<file path="src/qctc_pkg.sv">
// qctc_pkg.sv - constants and carrier types of the quad counter/timer
package qctc_pkg;

  // ----------------------------------------------------
  // register indices
  // ----------------------------------------------------
  localparam logic [4:0] A_T01_CTL  = 5'h00;
  localparam logic [4:0] A_T01_MODE = 5'h01;
  localparam logic [4:0] A_CLK_CTL  = 5'h02;
  localparam logic [4:0] A_T0_LOW   = 5'h03;
  localparam logic [4:0] A_T0_HIGH  = 5'h04;
  localparam logic [4:0] A_T1_LOW   = 5'h05;
  localparam logic [4:0] A_T1_HIGH  = 5'h06;
  localparam logic [4:0] A_T2_BASE  = 5'h07;
  localparam logic [4:0] A_T3_BASE  = 5'h0C;
  // offsets inside a timer 2/3 group
  localparam logic [4:0] OFF_CTL    = 5'h00;
  localparam logic [4:0] OFF_CNT_L  = 5'h01;
  localparam logic [4:0] OFF_CNT_H  = 5'h02;
  localparam logic [4:0] OFF_RLD_L  = 5'h03;
  localparam logic [4:0] OFF_RLD_H  = 5'h04;

  // ----------------------------------------------------
  // field positions
  // ----------------------------------------------------
  // timer 0/1 control: run, gate, counter mode per timer
  localparam int T_RUN      = 0;
  localparam int T_GATE     = 1;
  localparam int T_CNTMODE  = 2;
  localparam int T_STRIDE   = 3;
  localparam int TIMER0_OVERFLOW_FLAG = 6;
  localparam int TIMER1_OVERFLOW_FLAG = 7;
  // mode register: 2-bit mode per timer, gate polarity
  localparam int MODE_POL   = 4;
  localparam logic [1:0] MODE_13    = 2'h0;
  localparam logic [1:0] MODE_16    = 2'h1;
  localparam logic [1:0] MODE_8R    = 2'h2;
  localparam logic [1:0] MODE_SPLIT = 2'h3;
  // clock control: prescale_code, timer01_system_clock_select
  localparam int PRESCALE_LSB = 0;
  localparam int SYSTEM_CLOCK_SEL   = 2;
  localparam logic [1:0] PS_DIV12 = 2'h0;
  localparam logic [1:0] PS_DIV4  = 2'h1;
  localparam logic [1:0] PS_DIV48 = 2'h2;
  localparam logic [1:0] PS_EXT8  = 2'h3;
  // timer 2/3 control
  localparam int X_RUN     = 0;
  localparam int X_SPLIT   = 1;
  localparam int X_CAPTURE = 2;
  localparam int X_SRC     = 3;
  localparam int X_SYSTEM_CLOCK  = 5;
  localparam int X_FLAG_H  = 6;
  localparam int X_FLAG_L  = 7;
  localparam logic [1:0] SRC_OSC8 = 2'h1;
  localparam logic [1:0] SRC_CMP  = 2'h2;

  // ----------------------------------------------------
  // divider counts
  // ----------------------------------------------------
  localparam logic [3:0] DIV12_LAST = 4'hB;
  localparam logic [1:0] DIV4_LAST  = 2'h3;
  localparam logic [1:0] DIV48_LAST = 2'h3;
  localparam logic [2:0] DIV8_LAST  = 3'h7;

  // ----------------------------------------------------
  // synchroniser bit positions
  // ----------------------------------------------------
  localparam int S_TIMER0_GATE_ENABLE  = 2;
  localparam int S_EXTCLK = 4;
  localparam int S_CMP0   = 7;
  localparam int SYNC_W   = 9;

  // ----------------------------------------------------
  // carrier types
  // ----------------------------------------------------
  typedef struct packed {
    logic comparator1;          // comparator 1 output
    logic comparator0;          // comparator 0 output
    logic extosc_clock;         // external oscillator
    logic rtc_clock;            // real-time clock oscillator
    logic ext_clock;            // external prescaler clock
    logic external_gate_input1; // timer 1 gate
    logic external_gate_input0; // timer 0 gate
    logic timer1_count_pin;     // timer 1 event pin
    logic timer0_count_pin;     // timer 0 event pin
  } qctc_pins_type;

  typedef struct packed {
    logic       rd;             // read strobe
    logic       wr;             // write strobe
    logic [4:0] addr;           // register index
    logic [7:0] wdata;          // write data
  } qctc_bus_type;

  typedef struct packed {
    logic [7:0]             ctl;    // timer 0/1 control
    logic [7:0]             mode;   // timer 0/1 mode
    logic [7:0]             clk;    // clock control
    logic [1:0][15:0]       cnt01;  // timer 0/1 count
    logic [1:0][7:0]        ctl23;  // timer 2/3 control
    logic [1:0][15:0]       cnt23;  // timer 2/3 count
    logic [1:0][15:0]       rld23;  // timer 2/3 reload
    logic [3:0]             pre12;  // divide by 12
    logic [1:0]             pre48;  // quarter of /48
    logic [2:0][2:0]        div8;   // /8 of slow clocks
    logic [SYNC_W-1:0]      s1;     // first sync stage
    logic [SYNC_W-1:0]      s2;     // second sync stage
    logic [SYNC_W-1:0]      s3;     // edge history
    logic [7:0]             rdata;  // read data
  } qctc_state_type;

  localparam qctc_state_type ST_RESET = '0;

endpackage

</file>
<file path="src/qctc_top.sv">
// qctc_top.sv - quad counter/timer with clock selection and pin counting
`timescale 1ns/1ps
`default_nettype none
module qctc_top (
  // clock and reset
  input  wire logic                    clock_in,
  input  wire logic                    reset_n_in,
  // register port
  input  wire qctc_pkg::qctc_bus_type  bus_in,
  output logic [7:0]                   rd_data_out,
  // asynchronous pins
  input  wire qctc_pkg::qctc_pins_type pins_in,
  // overflow flags
  output logic                         timer0_overflow_flag_out,
  output logic [5:0]                   overflow_flags_out
);

  // ----------------------------------------------------
  // state and derived strobes
  // ----------------------------------------------------
  qctc_pkg::qctc_state_type st;       // registered state
  qctc_pkg::qctc_state_type nx;       // next state
  logic [qctc_pkg::SYNC_W-1:0] rise;  // synced rising edges
  logic [qctc_pkg::SYNC_W-1:0] fall;  // synced falling edges
  logic       tick12;                 // system clock / 12
  logic       tick4;                  // system clock / 4
  logic       tick48;                 // system clock / 48
  logic [2:0] tick8;                  // ext, rtc, osc / 8
  logic       pre_tick;               // shared prescaled clock
  logic [1:0] t_tick;                 // timer 0/1 clock
  logic [1:0] go;                     // timer 0/1 count now
  logic       go_h;                   // split high byte count

  // edges read only the second stage and its history
  assign rise = st.s2 & ~st.s3;
  assign fall = ~st.s2 & st.s3;

  // one counter gives /12 and /4; /48 is four /12 ticks
  assign tick12 = st.pre12 == qctc_pkg::DIV12_LAST;
  assign tick4  = st.pre12[1:0] == qctc_pkg::DIV4_LAST;
  assign tick48 = tick12 && st.pre48 == qctc_pkg::DIV48_LAST;

  // ----------------------------------------------------
  // slow clock dividers, one per source
  // ----------------------------------------------------
  genvar g;
  generate
    for (g = 0; g < 3; g++) begin : gen_div8
      // a tick on every eighth synced rising edge
      assign tick8[g] = rise[qctc_pkg::S_EXTCLK+g] &&
                        st.div8[g] == qctc_pkg::DIV8_LAST;
    end
  endgenerate

  // prescaled clock shared by timers 0 and 1
  always_comb begin
    case (st.clk[qctc_pkg::PRESCALE_LSB +: 2])
      qctc_pkg::PS_DIV12: pre_tick = tick12;
      qctc_pkg::PS_DIV4:  pre_tick = tick4;
      qctc_pkg::PS_DIV48: pre_tick = tick48;
      default:            pre_tick = tick8[0];
    endcase
  end

  // ----------------------------------------------------
  // timer 0/1 clock and run condition
  // ----------------------------------------------------
  generate
    for (g = 0; g < 2; g++) begin : gen_t01
      logic gate_ok;  // gate off or gate pin active
      // pin events, else system clock or prescaled clock
      assign t_tick[g] =
        st.ctl[qctc_pkg::T_STRIDE*g+qctc_pkg::T_CNTMODE] ?
        fall[g] :
        (st.clk[qctc_pkg::SYSTEM_CLOCK_SEL+g] | pre_tick);
      assign gate_ok =
        !st.ctl[qctc_pkg::T_STRIDE*g+qctc_pkg::T_GATE] ||
        st.s2[qctc_pkg::S_TIMER0_GATE_ENABLE+g] ==
        st.mode[qctc_pkg::MODE_POL+g];
      assign go[g] = st.ctl[qctc_pkg::T_STRIDE*g+qctc_pkg::T_RUN]
                     && gate_ok && t_tick[g];
    end
  endgenerate

  // split high byte runs off timer 1's run bit, no gate
  assign go_h = st.ctl[qctc_pkg::T_STRIDE+qctc_pkg::T_RUN] &&
                t_tick[0];

  // ----------------------------------------------------
  // next state
  // ----------------------------------------------------
  always_comb begin
    logic [15:0] c;     // working count
    logic [15:0] r;     // working reload
    logic [7:0]  cf;    // timer 2/3 control
    logic [12:0] v13;   // 13-bit increment
    logic [5:0]  setf;  // hardware flag sets
    logic        tk;    // timer 2/3 clock
    logic        ev;    // selected source event
    logic        own;   // timer may set its flag
    logic [4:0]  base;  // timer 2/3 group index
    logic [7:0]  rv;    // read value
    nx   = st;
    c    = '0;
    r    = '0;
    cf   = '0;
    v13  = '0;
    setf = '0;
    tk   = 1'b0;
    ev   = 1'b0;
    own  = 1'b0;
    base = '0;
    rv   = '0;
    // two-stage synchroniser, then history for edges
    nx.s1 = pins_in;
    nx.s2 = st.s1;
    nx.s3 = st.s2;
    // free running prescaler
    nx.pre12 = tick12 ? 4'h0 : st.pre12 + 4'h1;
    if (tick12) begin
      nx.pre48 = st.pre48 + 2'h1;
    end
    for (int k = 0; k < 3; k++) begin
      if (rise[qctc_pkg::S_EXTCLK+k]) begin
        nx.div8[k] = st.div8[k] + 3'h1;
      end
    end
    // timers 0 and 1
    for (int i = 0; i < 2; i++) begin
      c   = st.cnt01[i];
      v13 = {c[15:8], c[4:0]} + 13'h0001;
      // timer 1 loses its flag while timer 0 is split
      own = !(i == 1 &&
              st.mode[1:0] == qctc_pkg::MODE_SPLIT);
      case (st.mode[2*i +: 2])
        qctc_pkg::MODE_13: begin
          // upper three low-byte bits are left untouched
          if (go[i]) begin
            c[15:8] = v13[12:5];
            c[4:0]  = v13[4:0];
            setf[i] = setf[i] | (own && v13 == '0);
          end
        end
        qctc_pkg::MODE_16: begin
          if (go[i]) begin
            c       = c + 16'h0001;
            setf[i] = setf[i] | (own && c == '0);
          end
        end
        qctc_pkg::MODE_8R: begin
          if (go[i] && c[7:0] == 8'hFF) begin
            c[7:0]  = c[15:8];
            setf[i] = setf[i] | own;
          end else if (go[i]) begin
            c[7:0] = c[7:0] + 8'h01;
          end
        end
        default: begin
          // split is timer 0 only; timer 1 holds in it
          if (i == 0) begin
            if (go[0]) begin
              c[7:0]  = c[7:0] + 8'h01;
              setf[0] = c[7:0] == 8'h00;
            end
            if (go_h) begin
              c[15:8] = c[15:8] + 8'h01;
              setf[1] = c[15:8] == 8'h00;
            end
          end
        end
      endcase
      nx.cnt01[i] = c;
    end
    // timers 2 and 3
    for (int j = 0; j < 2; j++) begin
      cf = st.ctl23[j];
      c  = st.cnt23[j];
      r  = st.rld23[j];
      case (cf[qctc_pkg::X_SRC +: 2])
        qctc_pkg::SRC_OSC8: ev = tick8[1+j];
        qctc_pkg::SRC_CMP:  ev = rise[qctc_pkg::S_CMP0+j];
        default:            ev = tick12;
      endcase
      // capture counts the reference, source marks edges
      tk = cf[qctc_pkg::X_SYSTEM_CLOCK] |
           (cf[qctc_pkg::X_CAPTURE] ? tick12 : ev);
      if (cf[qctc_pkg::X_RUN] && cf[qctc_pkg::X_CAPTURE]) begin
        if (tk) begin
          c = c + 16'h0001;
        end
        if (ev) begin
          r           = st.cnt23[j];
          setf[2+2*j] = 1'b1;
        end
      end else if (cf[qctc_pkg::X_RUN] && cf[qctc_pkg::X_SPLIT]) begin
        if (tk && c[7:0] == 8'hFF) begin
          c[7:0]      = r[7:0];
          setf[3+2*j] = 1'b1;
        end else if (tk) begin
          c[7:0] = c[7:0] + 8'h01;
        end
        if (tk && c[15:8] == 8'hFF) begin
          c[15:8]     = r[15:8];
          setf[2+2*j] = 1'b1;
        end else if (tk) begin
          c[15:8] = c[15:8] + 8'h01;
        end
      end else if (cf[qctc_pkg::X_RUN] && tk) begin
        if (c == 16'hFFFF) begin
          c           = r;
          setf[2+2*j] = 1'b1;
        end else begin
          c = c + 16'h0001;
        end
      end
      nx.cnt23[j] = c;
      nx.rld23[j] = r;
    end
    // software writes take the register over
    if (bus_in.wr) begin
      case (bus_in.addr)
        qctc_pkg::A_T01_CTL:  nx.ctl = bus_in.wdata;
        qctc_pkg::A_T01_MODE: nx.mode = bus_in.wdata;
        qctc_pkg::A_CLK_CTL:  nx.clk = bus_in.wdata;
        qctc_pkg::A_T0_LOW:   nx.cnt01[0][7:0] = bus_in.wdata;
        qctc_pkg::A_T0_HIGH:  nx.cnt01[0][15:8] = bus_in.wdata;
        qctc_pkg::A_T1_LOW:   nx.cnt01[1][7:0] = bus_in.wdata;
        qctc_pkg::A_T1_HIGH:  nx.cnt01[1][15:8] = bus_in.wdata;
        default: ;
      endcase
    end
    // read mux for the shared registers
    case (bus_in.addr)
      qctc_pkg::A_T01_CTL:  rv = st.ctl;
      qctc_pkg::A_T01_MODE: rv = st.mode;
      qctc_pkg::A_CLK_CTL:  rv = st.clk;
      qctc_pkg::A_T0_LOW:   rv = st.cnt01[0][7:0];
      qctc_pkg::A_T0_HIGH:  rv = st.cnt01[0][15:8];
      qctc_pkg::A_T1_LOW:   rv = st.cnt01[1][7:0];
      qctc_pkg::A_T1_HIGH:  rv = st.cnt01[1][15:8];
      default:              rv = '0;
    endcase
    for (int j = 0; j < 2; j++) begin
      base = (j == 1) ? qctc_pkg::A_T3_BASE : qctc_pkg::A_T2_BASE;
      if (bus_in.addr == base + qctc_pkg::OFF_CTL) begin
        rv = st.ctl23[j];
        if (bus_in.wr) nx.ctl23[j] = bus_in.wdata;
      end
      if (bus_in.addr == base + qctc_pkg::OFF_CNT_L) begin
        rv = st.cnt23[j][7:0];
        if (bus_in.wr) nx.cnt23[j][7:0] = bus_in.wdata;
      end
      if (bus_in.addr == base + qctc_pkg::OFF_CNT_H) begin
        rv = st.cnt23[j][15:8];
        if (bus_in.wr) nx.cnt23[j][15:8] = bus_in.wdata;
      end
      if (bus_in.addr == base + qctc_pkg::OFF_RLD_L) begin
        rv = st.rld23[j][7:0];
        if (bus_in.wr) nx.rld23[j][7:0] = bus_in.wdata;
      end
      if (bus_in.addr == base + qctc_pkg::OFF_RLD_H) begin
        rv = st.rld23[j][15:8];
        if (bus_in.wr) nx.rld23[j][15:8] = bus_in.wdata;
      end
      // a hardware set beats a software clear
      nx.ctl23[j][qctc_pkg::X_FLAG_H] =
        nx.ctl23[j][qctc_pkg::X_FLAG_H] | setf[2+2*j];
      nx.ctl23[j][qctc_pkg::X_FLAG_L] =
        nx.ctl23[j][qctc_pkg::X_FLAG_L] | setf[3+2*j];
    end
    nx.ctl[qctc_pkg::TIMER0_OVERFLOW_FLAG] =
      nx.ctl[qctc_pkg::TIMER0_OVERFLOW_FLAG] | setf[0];
    nx.ctl[qctc_pkg::TIMER1_OVERFLOW_FLAG] =
      nx.ctl[qctc_pkg::TIMER1_OVERFLOW_FLAG] | setf[1];
    // read data stand only in the cycle after the strobe
    nx.rdata = bus_in.rd ? rv : 8'h00;
  end

  // ----------------------------------------------------
  // state register
  // ----------------------------------------------------
  always_ff @(posedge clock_in or negedge reset_n_in) begin
    if (!reset_n_in) begin
      st <= qctc_pkg::ST_RESET;
    end else begin
      st <= nx;
    end
  end

  // outputs straight from flip-flops
  assign rd_data_out = st.rdata;
  assign timer0_overflow_flag_out =
    st.ctl[qctc_pkg::TIMER0_OVERFLOW_FLAG];
  assign overflow_flags_out = {st.ctl23[1][7:6], st.ctl23[0][7:6],
                               st.ctl[7:6]};
endmodule
`default_nettype wire

</file>
<file path="config.mk">
export PLATFORM = sky130hd
export DESIGN_NAME = qctc_top
export DESIGN_NICKNAME = d
export VERILOG_FILES = /design/src/qctc_pkg.sv /design/src/qctc_top.sv
export SDC_FILE = /design/constraint.sdc
export NUM_CORES = 1
export LEC_CHECK = 0
export BUFFER_PORTS_ARGS = -buffer_cell sky130_fd_sc_hd__clkbuf_2
export CAP_MARGIN = 0
export CORE_AREA = 3 3 148 150
export CTS_CLUSTER_DIAMETER = 50
export CTS_CLUSTER_SIZE = 10
export DETAILED_ROUTE_END_ITERATION = 16
export DIE_AREA = 0 0 151 153
export GPL_TIMING_DRIVEN = 0
export HOLD_SLACK_MARGIN = 0.05
export PLACE_DENSITY = 0.89
export SLEW_MARGIN = 40
export SYNTH_ARGS = -nofsm -noshare
export SYNTH_HDL_FRONTEND = slang
export SYNTH_SLANG_ARGS = --single-unit
</file>
<file path="constraint.sdc">
create_clock -name clock_in -period 7.4 [get_ports clock_in]
set_clock_uncertainty 0.05 [all_clocks]
set_input_delay 0 -clock clock_in [delete_from_list [all_inputs] [get_ports clock_in]]
set_output_delay 0 -clock clock_in [all_outputs]
set_load 0.1 [all_outputs]
</file>
==> impl_metrics.tcl, run 1 <==
set metrics [dict create \
    numCtsBuffers 17 \
    final_antenna_net_count 0 \
    crit_required_ns 7.74 \
    drt_iter0_markers 2100 \
    grt_pass1_wl_mm 74.69 \
    internal_power_mw 2.547 \
    fmax_mhz 332.2 \
    syn_to_final_growth_pct 9.778 \
    ys_warn_count 0 \
    antenna_found_initial 0 \
    min_path_type "primary input to async pin" \
    dieArea_um2 23100 \
    cts_buffer_depth 2 \
    endpoint_kind "flip-flop" \
    fill_cells 1661 \
    worstPathMaxFanout 10 \
    slew-limit-headroom_pct 45.16 \
    core_area_um2 20820 \
    ys_seq_elements 184 \
    syn_inst 1630 \
    syn_area_um2 13450 \
    placed_cells 1937 \
    std_cell_rows 53 \
    clock-root-buffer "clkbuf_16" \
    cts.sinks 184 \
    port_buffers 30 \
    p_clk_share_pct 19.2 \
    yosys.area.top_type "dfrtp_1" \
    grt_pass1_vias 13080 \
    synthesis.nets 1681 \
    hpwl_mm 33.75 \
    final_cells 1985 \
    synth_edf_count 0 \
    ir_drop_v 0.0002437 \
    nets 1748 \
    cp_num_buf_inv 1 \
    via_count 14220 \
    post_cts_resized 0 \
    ys_types 92 \
    fin_crit_sh_pct 40.68 \
    hold_viol 0 \
    power_switching_mw 2.275 \
    seq_area_frac_synth_pct 34.24 \
    synth_ff_type "dfrtp_1" \
    leakage_nw 5.995 \
    wirelength_mm 48.54 \
    synth_top_area_share_pct 34.24 \
    post_cts_buffers 0 \
    drive_gt1_share_pct 13.04 \
    overflow 0 \
    p_seq_share_pct 35.6 \
    powerDensity_nw_per_um2 326.6 \
    drv_cap 0 \
    clk_latency_ns 0.45 \
    period_minus_slack_ns 3.010 \
    critPathMaxStageDelay_ns 0.54 \
    finalSetupTns_ns 0 \
    slowest_stage "dfrtp_1" \
    cp_cell_sequence "ha_1 > clkbuf_1 > nand4_1 > nor4_1 > a22oi_1 > nor4_1 > o311ai_0 > o21ai_0 > a211o_1" \
    diodes 0 \
    gp_congestion 1.073 \
    yosys-top-cells-area "dfrtp_1, a21oi_1, nand2_1" \
    pin_count 41 \
    cts_tree "done" \
    grt_use_total_pct 41.77 \
    switching_share_pct 47.18 \
    drc 0 \
    outcome "finished, final reports clean" \
    start_kind "flip-flop" \
    cp_common_cell "nor4_1" \
    crit_family "simple AND/OR/NAND/NOR gates" \
    synthArstFlopShare_pct 100.0 \
    die_w_um 151 \
    worstSetupPathType "flip-flop to flip-flop" \
    avgViaCountPerCell 7.164 \
    initial_core_util_pct 64.59 \
    firstDrtPassIters 10 \
    syn_area_per_cell_um2 8.251 \
    h-tree-depth 4 \
    hold_buffers 16 \
    die_h_um 153 \
    p_comb_share_pct 45.2 \
    worstPathArrival_ns 3.35 \
    clkTransAtPathRegs_ns 0.08 \
    wl_per_cell_um 24.45 \
    setup_viol 0 \
    drv_slew 0 \
    grt_start_max_net_pins 69 \
    rsz0062_at_grt "false" \
    worst_pin_slew_ns 0.8195 \
]
final timing paths:
| check | start | end | slack, ns | depth (start not counted) |
|---|---|---|---|---|
| max reg2reg | st[147] | overflow_flags_out[1] | 4.39 | 9 |
| max in group asynchronous | reset_n_in | st[61] | 6.52 | 3 |
| max | st[147] | overflow_flags_out[1] | 4.39 | 9 |
| min in group clock_in | bus_in[7] | st[105] | 0.10 | 3 |
| min | reset_n_in | st[141] | 0.04 | 2 |
| min reg2reg | nx[25] | nx[16] | 0.30 | 0 |
per-stage QoR:
stage                     total power, mW  util (%)  setup slack, ns  hold WS, ns  instance area [um2]
after floorplan                     3.107         -            5.061      -0.3456                13450
after global placement              3.681     66.96            2.876      0.05833                13940
after detailed placement            3.757     67.36            4.473     -0.03087                14030
after CTS                           4.692     70.90            4.438      0.06275                14760
after global routing                5.040     70.90            4.337      0.09829                14760
final                               4.822     70.90            4.390      0.03881                14760
sequential cells by signal, summed over array words and instances (netlist names):
name	cells
st	152
nx	18
overflow_flags_out	6
rd_data_out	8
synth_stat cells, types with 13 or more instances:
| cell type | n |
|---|---|
| dfrtp_1 | 184 |
| nand2_1 | 175 |
| nor2_1 | 173 |
| a21oi_1 | 143 |
| o21ai_0 | 89 |
| clkbuf_1 | 79 |
| nand3_1 | 56 |
| mux2_2 | 48 |
| mux2i_1 | 45 |
| buf_2 | 36 |
| a31oi_1 | 35 |
| nor3_1 | 35 |
| xor2_1 | 29 |
| o22ai_1 | 26 |
| ha_1 | 25 |
| a22oi_1 | 24 |
| inv_1 | 24 |
| nand4_1 | 23 |
| xnor2_1 | 21 |
| buf_4 | 20 |
| and3_1 | 19 |
| o211ai_1 | 19 |
| nand2b_1 | 18 |
| a211oi_1 | 16 |
| o31ai_1 | 13 |
worst register-to-register path: cells and delay by family (launching register included):
kind,cells,cell delay [ns]
simple gates,3,1.16
fa+ha+maj,1,0.21
compound gates,4,0.74
buf+inv,1,0.26
flops,1,0.54
power by group through the flow:
stage / Clock [mW] / Combinational (mW) / Sequential, mW
6_report: 0.926 / 2.18 / 1.72
5_1_grt: 0.963 / 2.35 / 1.73
4_1_cts: 0.919 / 2.09 / 1.68
3_5_place_dp: 0 / 2.06 / 1.69
3_3_place_gp: 0 / 2.01 / 1.67
2_1_floorplan: 0 / 1.57 / 1.54
metal layers:
layer / global-route usage [%] / routed length, um / up-vias
met1: 58.14 / 18240 / 6650
met4: 19.78 / 2776 / 0
met3: 11.18 / 6897 / 228
met5: 0 / 0 / -
li1: - / - / 6139
met2: 60.63 / 20620 / 1203
cells by family (layout without fill, tap and decap cells):
| kind of cell | count (synthesis) | in the layout | share of synthesized area, % |
|---|---|---|---|
| AOI/OAI and AO/OA | 497 | 497 | 24.42 |
| xor gates and xnor gates | 50 | 50 | 3.256 |
| adders and majority gates | 25 | 25 | 2.326 |
| buffers and inverters | 173 | 253 | 5.814 |
| DFF | 184 | 184 | 34.24 |
| muxes | 98 | 98 | 8.205 |
| and+or+nand+nor | 603 | 603 | 21.74 |
layout make-up:
type,count,area [um2],share of cell area (%)
clock buffers,18,429.2,2.907
well taps,275,344.1,2.331
flip-flops and latches,184,4604,31.19
multi-input cells,1273,8073,54.68
repair buffers,48,374.1,2.534
plain buffers,148,698.2,4.729
inverters,25,93.84,0.6356
clock inverters,14,147.6,1.000
cell usage in the layout (no fill, tap or decap), types with 24 or more instances in the layout:
cell type and n:
a22oi_1 24, nor3_1 33, dfrtp_1 184, nand3_1 56
nor2_1 173, inv_1 24, mux2_2 48, o21ai_0 87
xor2_1 29, buf_2 36, mux2i_1 45, clkbuf_1 72
a21oi_1 143, a31oi_1 35, clkbuf_2 41, nand2_1 175
o22ai_1 26, ha_1 25
Note: power is estimated with default switching activity, not from simulation.
==> run 2, diff against run 1 <==
CORE_AREA = 3 3 149 151   (was 3 3 148 150)
DIE_AREA = 0 0 152 154   (was 0 0 151 153)
PLACE_DENSITY = 0.88   (was 0.89)
clock period = 2.9 ns   (was 7.4 ns; I/O delays follow)
==> impl_metrics.tcl, run 2 (synthesized netlist as in run 1, its figures left out) <==
set metrics [dict create \
    drive_gt1_share_pct 13.89 \
    worst_pin_slew_ns 0.9176 \
    placed_cells 1938 \
    cts_buffer_depth 2 \
    die_w_um 152 \
    clk_latency_ns 0.45 \
    gp_congestion 1.053 \
    worstPathArrival_ns 3.07 \
    critPathMaxStageDelay_ns 0.71 \
    slew-limit-headroom_pct 38.50 \
    core_area_um2 20960 \
    outcome "finished, final reports clean" \
    largest_reg_flops 152 \
    cp_cell_sequence "ha_1 > ha_1 > nand4b_1 > a21boi_1 > nor3_2 > nor3_1 > xor2_1 > a211oi_1 > o21ai_0" \
    crit_required_ns 3.16 \
    final_cells 1989 \
    leakage_nw 6.063 \
    die_h_um 154 \
    fmax_mhz 355.1 \
    initial_core_util_pct 64.18 \
    powerDensity_nw_per_um2 829.7 \
    hold_viol 0 \
    wirelength_mm 48.04 \
    overflow 0 \
    drt_iter0_markers 2116 \
    min_path_type "primary input to async pin" \
    antenna_found_initial 0 \
    hpwl_mm 34.01 \
    hold_ws_ns 0.07896 \
    wl_per_cell_um 24.15 \
    slowest_stage "nor3_2" \
    grt_pass1_vias 13070 \
    final_common_cell "dfrtp_1" \
    ir_drop_v 0.0005354 \
    clkTransAtPathRegs_ns 0.08 \
    std_cell_rows 53 \
    numCtsBuffers 17 \
    via_count 14130 \
    pin_count 41 \
    fin_crit_sh_pct 97.11 \
    p_total_mw 12.35 \
    drv_slew 0 \
    top_register "st" \
    grt_use_total_pct 40.15 \
    grt_pass1_wl_mm 74.14 \
    cp_common_cell "ha_1" \
    dieArea_um2 23410 \
    design_area_um2 14890 \
    start_kind "flip-flop" \
    period_minus_slack_ns 2.816 \
    drv_cap 0 \
    h-tree-depth 4 \
    port_buffers 30 \
    final_cell_mix "dfrtp_1, nand2_1, nor2_1, a21oi_1, o21ai_0" \
    cts_tree "done" \
    clock-root-buffer "clkbuf_16" \
    endpoint_kind "flip-flop" \
    worstSetupPathType "flip-flop to flip-flop" \
    fill_cells 1664 \
    avgViaCountPerCell 7.102 \
    grt_start_max_net_pins 67 \
    multiInputGateArea_um2 8104 \
    firstDrtPassIters 9 \
    final_antenna_net_count 0 \
    seq_area_um2 4606 \
    worstPathMaxFanout 9 \
    cts.sinks 184 \
    syn_to_final_growth_pct 10.68 \
    setup_viol 0 \
    post-route-worst-setup-slack_ns 0.08374 \
    pre_cts_ws_ns -0.08038 \
    place_area_um2 14050 \
    drc 0 \
    nets 1752 \
    rsz0062_at_grt "false" \
]
## run 2: changes by cell type in the layout (fill, tap and decap cells not counted), sizes merged
| cell | previous run | this run |
|---|---|---|
| buf | 67 | 70 |
| clkinv | 5 | 7 |
| inv | 33 | 31 |
| bufinv | 0 | 1 |
| clkinvlp | 1 | 0 |
| diode | 0 | 1 |
## run 2: area by class of cell
cell class              count  area share [%]
flip-flops and latches    184           30.94
clock inverters            14           1.202
diodes                      1         0.01681
clock buffers              17           2.858
well taps                 275           2.312
multi-input cells        1273           54.44
inverters                  25          0.6304
repair buffers             53           2.900
plain buffers             147           4.699
## run 2: routing by layer
layer  wire [um]  vias to the layer above  global-route usage [%]
li1            -                     6167                       -
met5           0                        -                       0
met4        2782                        0                   20.80
met1       18270                     6599                   54.37
met2       20500                     1123                   59.40
met3        6489                      236                   10.81
## run 2: report_power, final
part	internal, mW	switching (mW)	leakage [nW]
logic	1.99	3.56	3.59
clock network	1.24	1.20	0.296
registers	3.36	1.00	2.17
total	6.59	5.76	6.06
## run 2: through the flow
stage	utilization (%)	TNS (ns)
2_1_floorplan	-	0
3_3_place_gp	66.54	-304.89
3_5_place_dp	67.05	-0.2224
4_1_cts	70.73	0
5_1_grt	71.02	0
6_report	71.04	0
## run 2: worst paths after layout
kind                       startpoint  endpoint  slack (ns)  cells past startpoint
min in group clock_in       bus_in[7]   st[105]        0.09                      3
max reg2reg                    st[38]    st[97]        0.08                      9
max in group asynchronous  reset_n_in   st[114]        2.00                      3
min reg2reg                    nx[20]    nx[11]        0.30                      0
max                            st[38]    st[97]        0.08                      9
min                        reset_n_in   st[140]        0.08                      3
## run 2: worst max-delay path: cells and delay by family (launching register included)
| family | cells | cell delay (ns) |
|---|---|---|
| simple gates | 3 | 1.16 |
| flops | 1 | 0.40 |
| xor+xnor | 1 | 0.19 |
| compound gates | 3 | 0.49 |
| fa+ha+maj | 2 | 0.39 |
## run 2: repair_timing
action,in CTS,in global routing
endpoints found under the setup margin,6,42
buffers inserted,0,4
hold buffers,16,0
gates resized for setup,1,21
pin swaps,0,1
endpoints found under the hold margin,212,0
